==> src/rtl/dfdic_defines.vh <==
// Register map, field layout, trigger modes and reset values for the acquisition control block
`ifndef DFDIC_DEFINES_VH
`define DFDIC_DEFINES_VH
// Printed offsets (some not multiple of four): register indices, byte address = 4 * index
`define DFDIC_IDX_Q0_THR      8'h14
`define DFDIC_IDX_Q1_THR      8'h16
`define DFDIC_IDX_Q2_THR      8'h18
`define DFDIC_IDX_Q3_THR      8'h1a
`define DFDIC_IDX_COUNT       8'h1c
`define DFDIC_IDX_COUNT_RST   8'h1e
`define DFDIC_IDX_IRQ_ENABLE  8'h20
`define DFDIC_IDX_IRQ_CLEAR   8'h22
`define DFDIC_IDX_IRQ_FLAGS   8'h26
`define DFDIC_IDX_CONTROL     8'h2a
// Field layout
`define DFDIC_THR_W           15
`define DFDIC_CNT_W           16
`define DFDIC_NSRC            9
`define DFDIC_BIT_COUNT_DONE  8
`define DFDIC_BIT_GLOBAL_EN   15
`define DFDIC_BIT_SUMMARY     15
// Control register fields
`define DFDIC_CTL_FRST_LSB    0
`define DFDIC_CTL_MODE_LSB    4
// Trigger modes with a post-trigger count
`define DFDIC_MODE_DELAY      3'h3
`define DFDIC_MODE_ABOUT      3'h4
// Reset values
`define DFDIC_THR_DEFAULT     15'h007f
`define DFDIC_CNT_RESET       16'h0000
`endif

==> src/rtl/dfdic_top.v <==
// FIFO threshold, post-trigger counter and interrupt control over APB
`timescale 1ns/10ps
`include "dfdic_defines.vh"
module dfdic_top (
  input  wire        clk,
  input  wire        nrst,
  input  wire        psel,
  input  wire        penable,
  input  wire        pwrite,
  input  wire [11:0] paddr,
  input  wire [31:0] pwdata,
  output reg  [31:0] prdata,
  output wire        pready,
  output wire        pslverr,
  input  wire [3:0]  q_half_full,
  input  wire [3:0]  q_near_full,
  input  wire        trigger_seen,
  input  wire        sample_strobe,
  output wire [59:0] near_empty_offsets,
  output wire [59:0] near_full_offsets,
  output reg  [3:0]  fifo_flush,
  output wire        count_done,
  output wire        irq
);

  // Bus phase qualifiers
  wire        access;        // Access phase
  wire        wr_en;         // Write taking effect
  wire        rd_en;         // Read taking effect
  wire        rd_load;       // First read access cycle, data captured
  wire [7:0]  reg_index;     // Word index from byte address
  wire        aligned;       // Low address bits zero and address in range
  reg         rd_wait;       // Read has had its wait cycle

  // Register map notes for the next engineer:
  // Every register is one aligned 32-bit word on the bus.
  // The printed offsets are word indices, so the byte
  // address on paddr is four times the index.
  // Only the low 16 bits of each word carry data; the
  // upper half reads as zero and is ignored on writes.
  // Reads take one wait cycle: read data is a flop, so
  // it is captured in the first access cycle and shown
  // to the master in the second, when pready rises.
  // Writes complete in the first access cycle.
  // Threshold registers keep two offsets each behind one
  // address; a write pointer and a read pointer pick
  // which one the next access touches. The pointers are
  // independent, so a read never disturbs a write order.
  // A FIFO reset from the control word brings both
  // pointers back to the near-empty offset.
  // Events from the acquisition side arrive as levels in
  // another clock domain; only their rising edges count.
  // Each event must stay high for at least two clock
  // cycles or the synchroniser may miss it.
  // Flags are sticky and only capture enabled sources, so
  // turning a source on later does not raise old events.
  // The clear strobe is refused while any event arrives in
  // the same cycle, so no event can be lost by a clear.
  // Software simply repeats the clear if flags remain.
  // The request output is a pure function of registers,
  // so it never glitches on bus activity.
  // The post-trigger counter only counts in the delay and
  // about trigger modes; any other mode parks it.
  // Loading a count also reloads the samples still to take.
  // The reset strobe reloads from the stored count and
  // clears the terminal count status.
  // A count of zero or one ends on the first sample.
  // Unmapped, misaligned or out-of-range addresses answer
  // with an error and have no effect.

  assign access    = psel & penable;
  assign wr_en     = access & pwrite;
  assign rd_load   = access & ~pwrite & ~rd_wait;
  assign rd_en     = access & ~pwrite & rd_wait;
  assign reg_index = paddr[9:2];
  assign aligned   = (paddr[1:0] == 2'h0) & (paddr[11:10] == 2'h0);
  assign pready    = pwrite | rd_wait;

  // One wait cycle on reads for the registered read data
  always @(posedge clk or negedge nrst) begin
    if (!nrst) begin
      rd_wait <= 1'b0;
    end else begin
      rd_wait <= access & ~pwrite & ~rd_wait;
    end
  end

  // Address decode
  reg         hit_thr;       // One of the threshold registers
  reg  [1:0]  thr_sel;       // Which FIFO
  reg         hit_cnt;       // Counter
  reg         hit_cnt_rst;   // Counter reset strobe
  reg         hit_ien;       // Enables
  reg         hit_iclr;      // Clear strobe
  reg         hit_iflg;      // Flags
  reg         hit_ctl;       // Control
  wire        hit_any;       // Mapped address

  // Index decode as if/else chain
  always @* begin
    hit_thr     = 1'b0;
    thr_sel     = 2'h0;
    hit_cnt     = 1'b0;
    hit_cnt_rst = 1'b0;
    hit_ien     = 1'b0;
    hit_iclr    = 1'b0;
    hit_iflg    = 1'b0;
    hit_ctl     = 1'b0;
    if (!aligned) begin
      hit_thr = 1'b0;  // Misaligned, unmapped
    end else if (reg_index == `DFDIC_IDX_Q0_THR) begin
      hit_thr = 1'b1;
    end else if (reg_index == `DFDIC_IDX_Q1_THR) begin
      hit_thr = 1'b1;
      thr_sel = 2'h1;
    end else if (reg_index == `DFDIC_IDX_Q2_THR) begin
      hit_thr = 1'b1;
      thr_sel = 2'h2;
    end else if (reg_index == `DFDIC_IDX_Q3_THR) begin
      hit_thr = 1'b1;
      thr_sel = 2'h3;
    end else if (reg_index == `DFDIC_IDX_COUNT) begin
      hit_cnt = 1'b1;
    end else if (reg_index == `DFDIC_IDX_COUNT_RST) begin
      hit_cnt_rst = 1'b1;
    end else if (reg_index == `DFDIC_IDX_IRQ_ENABLE) begin
      hit_ien = 1'b1;
    end else if (reg_index == `DFDIC_IDX_IRQ_CLEAR) begin
      hit_iclr = 1'b1;
    end else if (reg_index == `DFDIC_IDX_IRQ_FLAGS) begin
      hit_iflg = 1'b1;
    end else if (reg_index == `DFDIC_IDX_CONTROL) begin
      hit_ctl = 1'b1;
    end
  end

  assign hit_any = hit_thr | hit_cnt | hit_cnt_rst | hit_ien | hit_iclr | hit_iflg | hit_ctl;
  // Error on unmapped, on reading write-only, on writing read-only
  assign pslverr = access & (~hit_any | (~pwrite & (hit_cnt_rst | hit_iclr)) | (pwrite & hit_iflg));

  // Control register: FIFO reset strobes and trigger mode
  reg  [2:0]  trig_mode;     // Acquisition mode
  wire [3:0]  next_flush;    // Reset request per FIFO
  assign next_flush = (wr_en & hit_ctl) ? pwdata[`DFDIC_CTL_FRST_LSB +: 4] : 4'h0;

  // Mode storage and one-cycle flush pulse
  always @(posedge clk or negedge nrst) begin
    if (!nrst) begin
      trig_mode  <= 3'h0;
      fifo_flush <= 4'h0;
    end else begin
      fifo_flush <= next_flush;
      if (wr_en & hit_ctl) begin
        trig_mode <= pwdata[`DFDIC_CTL_MODE_LSB +: 3];
      end
    end
  end

  // Threshold registers: two offsets and two sequence pointers per FIFO
  reg  [14:0] near_empty [0:3];  // Near-empty offsets
  reg  [14:0] near_full  [0:3];  // Near-full offsets
  reg  [3:0]  wr_second;         // Next write loads near-full
  reg  [3:0]  rd_second;         // Next read returns near-full
  integer     i;

  // Two-step load and readback per FIFO
  always @(posedge clk or negedge nrst) begin
    if (!nrst) begin
      for (i = 0; i < 4; i = i + 1) begin
        near_empty[i] <= `DFDIC_THR_DEFAULT;
        near_full[i]  <= `DFDIC_THR_DEFAULT;
      end
      wr_second <= 4'h0;
      rd_second <= 4'h0;
    end else begin
      for (i = 0; i < 4; i = i + 1) begin
        if (next_flush[i]) begin
          near_empty[i] <= `DFDIC_THR_DEFAULT;
          near_full[i]  <= `DFDIC_THR_DEFAULT;
          wr_second[i]  <= 1'b0;
          rd_second[i]  <= 1'b0;
        end else if (hit_thr && (thr_sel == i[1:0])) begin
          if (wr_en) begin
            wr_second[i] <= ~wr_second[i];
            if (!wr_second[i]) begin
              near_empty[i] <= pwdata[`DFDIC_THR_W-1:0];
            end else begin
              near_full[i] <= pwdata[`DFDIC_THR_W-1:0];
            end
          end
          if (rd_en) begin
            rd_second[i] <= ~rd_second[i];
          end
        end
      end
    end
  end

  // Offsets out to the FIFO flag logic, held until written or reset
  genvar g;
  generate
    for (g = 0; g < 4; g = g + 1) begin : g_thr
      assign near_empty_offsets[g*15 +: 15] = near_empty[g];
      assign near_full_offsets[g*15 +: 15]  = near_full[g];
    end
  endgenerate

  // Event inputs synchronised from acquisition logic
  reg  [9:0]  ev_s1;         // First stage
  reg  [9:0]  ev_s2;         // Second stage
  reg  [9:0]  ev_s3;         // Edge reference
  reg         sample_seen;   // Sample strobe rising edge
  wire [9:0]  ev_rise;

  // Two-flop synchroniser plus edge reference
  always @(posedge clk or negedge nrst) begin
    if (!nrst) begin
      ev_s1 <= 10'h000;
      ev_s2 <= 10'h000;
      ev_s3 <= 10'h000;
    end else begin
      ev_s1 <= {sample_strobe, trigger_seen, q_near_full[3], q_half_full[3], q_near_full[2], q_half_full[2],
                q_near_full[1], q_half_full[1], q_near_full[0], q_half_full[0]};
      ev_s2 <= ev_s1;
      ev_s3 <= ev_s2;
    end
  end
  assign ev_rise = ev_s2 & ~ev_s3;

  // Post-trigger sample counter
  reg  [15:0] count_load;    // Programmed count
  reg  [15:0] count_left;    // Samples still to take
  reg         counting;      // Counting after trigger
  reg         done_pulse;    // Terminal count event
  reg         done_level;    // Terminal count status
  wire        mode_ok;

  assign mode_ok    = (trig_mode == `DFDIC_MODE_ABOUT) | (trig_mode == `DFDIC_MODE_DELAY);
  assign count_done = done_level;

  // Load, reset, arm on trigger, count down samples
  always @(posedge clk or negedge nrst) begin
    if (!nrst) begin
      count_load <= `DFDIC_CNT_RESET;
      count_left <= `DFDIC_CNT_RESET;
      counting   <= 1'b0;
      done_pulse <= 1'b0;
      done_level <= 1'b0;
    end else begin
      done_pulse <= 1'b0;
      if (wr_en & hit_cnt_rst) begin
        count_left <= count_load;
        counting   <= 1'b0;
        done_level <= 1'b0;
      end else if (wr_en & hit_cnt) begin
        count_load <= pwdata[`DFDIC_CNT_W-1:0];
        count_left <= pwdata[`DFDIC_CNT_W-1:0];
      end else if (!mode_ok) begin
        counting <= 1'b0;
      end else if (!counting && !done_level && ev_rise[8]) begin
        counting <= 1'b1;
      end else if (counting && ev_rise[9]) begin
        if (count_left <= 16'h0001) begin
          count_left <= 16'h0000;
          counting   <= 1'b0;
          done_pulse <= 1'b1;
          done_level <= 1'b1;
        end else begin
          count_left <= count_left - 16'h0001;
        end
      end
    end
  end

  // Interrupt enables, flags and clear
  reg  [8:0]  src_enable;    // Per-source enables
  reg         global_irq_enable;
  reg  [8:0]  event_flags;   // Sticky flags
  wire [8:0]  src_event;     // Events this cycle
  wire        summary_irq_flag;

  assign src_event        = {done_pulse, ev_rise[7:0]};
  assign summary_irq_flag = |event_flags;
  assign irq = global_irq_enable & |(event_flags & src_enable);

  // Enable storage and sticky flag capture
  always @(posedge clk or negedge nrst) begin
    if (!nrst) begin
      src_enable        <= 9'h000;
      global_irq_enable <= 1'b0;
      event_flags       <= 9'h000;
    end else begin
      if (wr_en & hit_ien) begin
        src_enable        <= pwdata[`DFDIC_NSRC-1:0];
        global_irq_enable <= pwdata[`DFDIC_BIT_GLOBAL_EN];
      end
      if ((wr_en & hit_iclr) && (src_event == 9'h000)) begin
        event_flags <= 9'h000;
      end else begin
        event_flags <= event_flags | (src_event & src_enable);
      end
    end
  end

  // Read data mux, registered in the first read access cycle
  always @(posedge clk or negedge nrst) begin
    if (!nrst) begin
      prdata <= 32'h0000_0000;
    end else if (rd_load) begin
      if (hit_thr) begin
        prdata <= {17'h0_0000, rd_second[thr_sel] ? near_full[thr_sel] : near_empty[thr_sel]};
      end else if (hit_cnt) begin
        prdata <= {16'h0000, count_left};
      end else if (hit_ien) begin
        prdata <= {16'h0000, global_irq_enable, 6'h00, src_enable};
      end else if (hit_iflg) begin
        prdata <= {16'h0000, summary_irq_flag, 6'h00, event_flags};
      end else if (hit_ctl) begin
        prdata <= {25'h000_0000, trig_mode, 4'h0};
      end else begin
        prdata <= 32'h0000_0000;
      end
    end
  end

endmodule

==> config.mk <==
export PLATFORM = sky130hd
export DESIGN_NAME = dfdic_top
export DESIGN_NICKNAME = d
export VERILOG_FILES = /design/src/rtl/dfdic_top.v
export VERILOG_INCLUDE_DIRS = /design/src /design/src/rtl
export SDC_FILE = /design/constraint.sdc
export NUM_CORES = 1
export LEC_CHECK = 0
export CAP_MARGIN = 10
export CORE_AREA = 2 2 153 155
export CTS_BUF_LIST = sky130_fd_sc_hd__clkbuf_4
export CTS_CLUSTER_DIAMETER = 30
export DETAILED_ROUTE_END_ITERATION = 7
export DIE_AREA = 0 0 155 157
export DONT_BUFFER_PORTS = 1
export PLACE_DENSITY_LB_ADDON = 0.05
export SLEW_MARGIN = 30
export SYNTH_ARGS = -nofsm -noshare
export SYNTH_HDL_FRONTEND = slang
export SYNTH_SLANG_ARGS = --single-unit
==> constraint.sdc <==
create_clock -name clk -period 3.2 [get_ports clk]
set_input_delay 0.16 -clock clk [delete_from_list [all_inputs] [get_ports clk]]
set_output_delay 0.16 -clock clk [all_outputs]
set_load 0.02 [all_outputs]
==> results.sh <==
export IMPL_status="finished with violations"
export IMPL_violations="hold timing"
export IMPL_path_cells="or4b_1 > or2_2 > o22ai_1 > nand2_1 > or2_2 > a31oi_1"
export IMPL_seq_power_share_pct=51.0
export IMPL_pwr_share_clk_pct=45.7
export IMPL_antenna_found_initial=5
export IMPL_tns_ps=0
export IMPL_initial_utilization_pct=50.0
export IMPL_dp_hpwl_um=23900
export IMPL_hold_class="in2async"
export IMPL_io_buffers=0
export IMPL_cp_num_buf_inv=0
export IMPL_p_int_mw=4.61
export IMPL_fin_util_pct=56.5
export IMPL_crit_fanout=4
export IMPL_gr_usage_all_layers_pct=29.9
export IMPL_placed_cells=1393
export IMPL_grt_setup_unrepaired="no"
export IMPL_drc=0
export IMPL_slew_viol_final=0
export IMPL_place_congestion=0.925
export IMPL_most_common_layout_cells="nand2_1, dfrtp_1, clkbuf_4, a21oi_1, nor2_1"
export IMPL_synthCells=1150
export IMPL_synth_warnings=0
export IMPL_area_growth_pct=13.0
export IMPL_p_sw_mw=1.46
export IMPL_avgViaCountPerCell=6.00
export IMPL_synthArstFlopShare_pct=100
export IMPL_met3_usage_pct=10.4
export IMPL_cts_made_buffers=68
export IMPL_root_buffer="clkbuf_4"
export IMPL_fin_worst_skew_ps=46.9
export IMPL_fmax_ghz=0.411
export IMPL_postCtsHoldBufs=38
export IMPL_end_kind="primary output"
export IMPL_hold_violations=236
export IMPL_cts_tree="built"
export IMPL_postSynthAreaPerCell_sq_um=9.78
export IMPL_setup_ws_ps=767
export IMPL_crit_arrival_ps=2270
export IMPL_stdcell_area_sq_um=12700
export IMPL_finalSetupViolCount=0
export IMPL_place_ws_ps=602
export IMPL_synth_edf_count=0
export IMPL_cap_violations=0
export IMPL_dr_pass1_iters=8
export IMPL_grt_max_degree=237
export IMPL_max_stage_delay_ps=640
export IMPL_core_sq_um=22500
export IMPL_crit_type="in2out"
export IMPL_grt_busiest_layer="met2"
export IMPL_overflow=0
export IMPL_synth_cell_types=64
export IMPL_synth_flop_cell="dfrtp_1"
export IMPL_ir_drop_mv=0.293
export IMPL_worstPathRequired_ps=3040
export IMPL_synth_area_sq_um=11200
export IMPL_seq_area_sq_um=5980
export IMPL_multi_input_area_sq_um=4820
export IMPL_worst_slew_pin_transition_ps=845
export IMPL_start_kind="input port"
export IMPL_met2_usage_pct=46.5
export IMPL_ios=219
export IMPL_nNetsFinal=1277
export IMPL_clkLatencyLatePin_ps=680
export IMPL_final_common_cell="nand2_1"
export IMPL_cts_buffer_depth=3
export IMPL_wl_per_cell_um=23.5
export IMPL_via_count=9260
export IMPL_rows=55
export IMPL_dieArea_sq_um=24300
export IMPL_wirelength_um=36300
export IMPL_p_total_mw=6.07
export IMPL_maxSlewHeadroom_pct=43.5
export IMPL_grt_pass1_vias=9090
export IMPL_cp_slowest_cell="or4b_1"
export IMPL_power_per_cell_area_nw_per_um2=478
export IMPL_ys_seq_elements=236
export IMPL_die_w_um=155
export IMPL_drtIter0Drc=901
export IMPL_timing_critical_path_mode_cell="or2_2"
export IMPL_cp_top_family="simple AND/OR/NAND/NOR gates"
export IMPL_swShare_pct=24.1
export IMPL_timing_hold_ws_ps=-797
export IMPL_dpl_cell_area_sq_um=11500
export IMPL_yosysSeqAreaShare_pct=53.1
export IMPL_leakage_nw=5.67
export IMPL_cts_clk_slew_worst_paths_ps=50
export IMPL_htreeDepth=3
export IMPL_clkSinkCount=236
export IMPL_grt_pass1_wl_um=55100
export IMPL_combPwrFrac_pct=3.4
export IMPL_die_h_um=157
export IMPL_min_period_over_period_pct=76.0
export IMPL_layout_min_cycle_time_ps=2430
export IMPL_fillerInstances=2069
export IMPL_drive_gt1_share_pct=20.5
export IMPL_use_met1_pct=38.7
export IMPL_instances_no_fill=1544
export IMPL_ant_nets=0
==> cell families after synthesis <==
| logic type | count (synthesis) | synth area share [%] |
|---|---|---|
| and+or+nand+nor | 460 | 18.6 |
| DFF | 236 | 53.1 |
| xor gates and xnor gates | 5 | 0.390 |
| adders and majority gates | 2 | 0.223 |
| buffers and inverters | 111 | 4.64 |
| muxes | 95 | 8.94 |
| AOI/OAI and AO/OA | 240 | 14.1 |
| other | 1 | 0.0333 |
==> power groups by stage <==
stage / sequential, mW / combinational [mW] / clock [mW]
after floorplan: 3.13 / 0.144 / 0
after global placement: 3.14 / 0.119 / 0
after detailed placement: 3.14 / 0.121 / 0
after CTS: 3.09 / 0.203 / 2.84
after global routing: 3.10 / 0.218 / 3.00
final: 3.09 / 0.206 / 2.77
==> routing by layer <==
layer	wire length, um	part of all wire [%]
met2	16900	47
met3	3630	10
met4	972	2.7
met5	13	0.036
met1	14800	41
==> layout make-up <==
cell class                      count  share of cell area (%)
Multi-Input combinational cell    818                    37.9
Clock buffer                       94                    5.55
Inverter                           17                   0.502
Clock inverter                     15                   0.906
Sequential cell                   236                    47.0
Antenna cell                        4                  0.0788
Tap cell                          285                    2.81
Timing Repair Buffer               75                    5.18
==> worst register-to-register path, cell delays in order (launching register included) <==
cell and delay [ps]:
dfrtp_1 420, or3_1 690, nor2_1 460, o21ai_0 280, nor2_1 190, a221o_1 140
==> Yosys cell counts (all sizes together) (4+ instances only) <==
| library cell | number | area share, % |
|---|---|---|
| or3 | 6 | 0.33 |
| mux2i | 52 | 4.6 |
| o2bb2ai | 6 | 0.47 |
| nor3 | 15 | 0.91 |
| a22oi | 20 | 1.3 |
| a2bb2oi | 6 | 0.47 |
| clkbuf | 53 | 1.8 |
| nor2 | 79 | 2.8 |
| nor2b | 12 | 0.67 |
| a221oi | 7 | 0.55 |
| mux2 | 43 | 4.3 |
| a22o | 6 | 0.47 |
| clkinv | 4 | 0.13 |
| buf | 41 | 2.3 |
| a31oi | 9 | 0.50 |
| nand2 | 261 | 8.7 |
| or2 | 7 | 0.39 |
| a21oi | 85 | 3.8 |
| nand2b | 7 | 0.39 |
| nand3 | 40 | 1.9 |
| o21ai | 48 | 2.1 |
| a222oi | 25 | 2.2 |
| a211o | 6 | 0.47 |
| nor4 | 14 | 1.1 |
| inv | 13 | 0.43 |
| a221o | 5 | 0.45 |
| dfrtp | 180 | 40 |
| dfstp | 56 | 13 |
==> sequential cells by signal (all words and copies together), names as in the netlist <==
signal and flops:
count_done 1, done_pulse 1, count_left 16, global_irq_enable 1, ev_s3 10, trig_mode 3
near_full_offsets 60, ev_s1 10, rd_second 4, src_enable 9, ev_s2 10, near_empty_offsets 60
count_load 16, event_flags 9, fifo_flush 4, counting 1, rd_wait 1, wr_second 4
prdata 16
==> timing repair <==
item | 4_1_cts | 5_1_grt
endpoints found under the setup margin | 0 | 0
gates resized for setup | 0 | 0
hold endpoints to repair | 429 | 236
buffers inserted | 0 | 0
==> final timing paths <==
| kind | startpoint | to | slack, ps | depth (start not counted) |
|---|---|---|---|---|
| max reg2reg | rd_wait | prdata[2] | 960 | 5 |
| min | nrst | count_load[8] | -800 | 0 |
| min reg2reg | ev_s1[7] | ev_s2[7] | 340 | 0 |
| max in group asynchronous | nrst | count_load[6] | 3310 | 0 |
| min in group clk | paddr[4] | prdata[7] | 50 | 4 |
| max | paddr[6] | pslverr | 770 | 6 |
(Power assumes the default switching activity.)
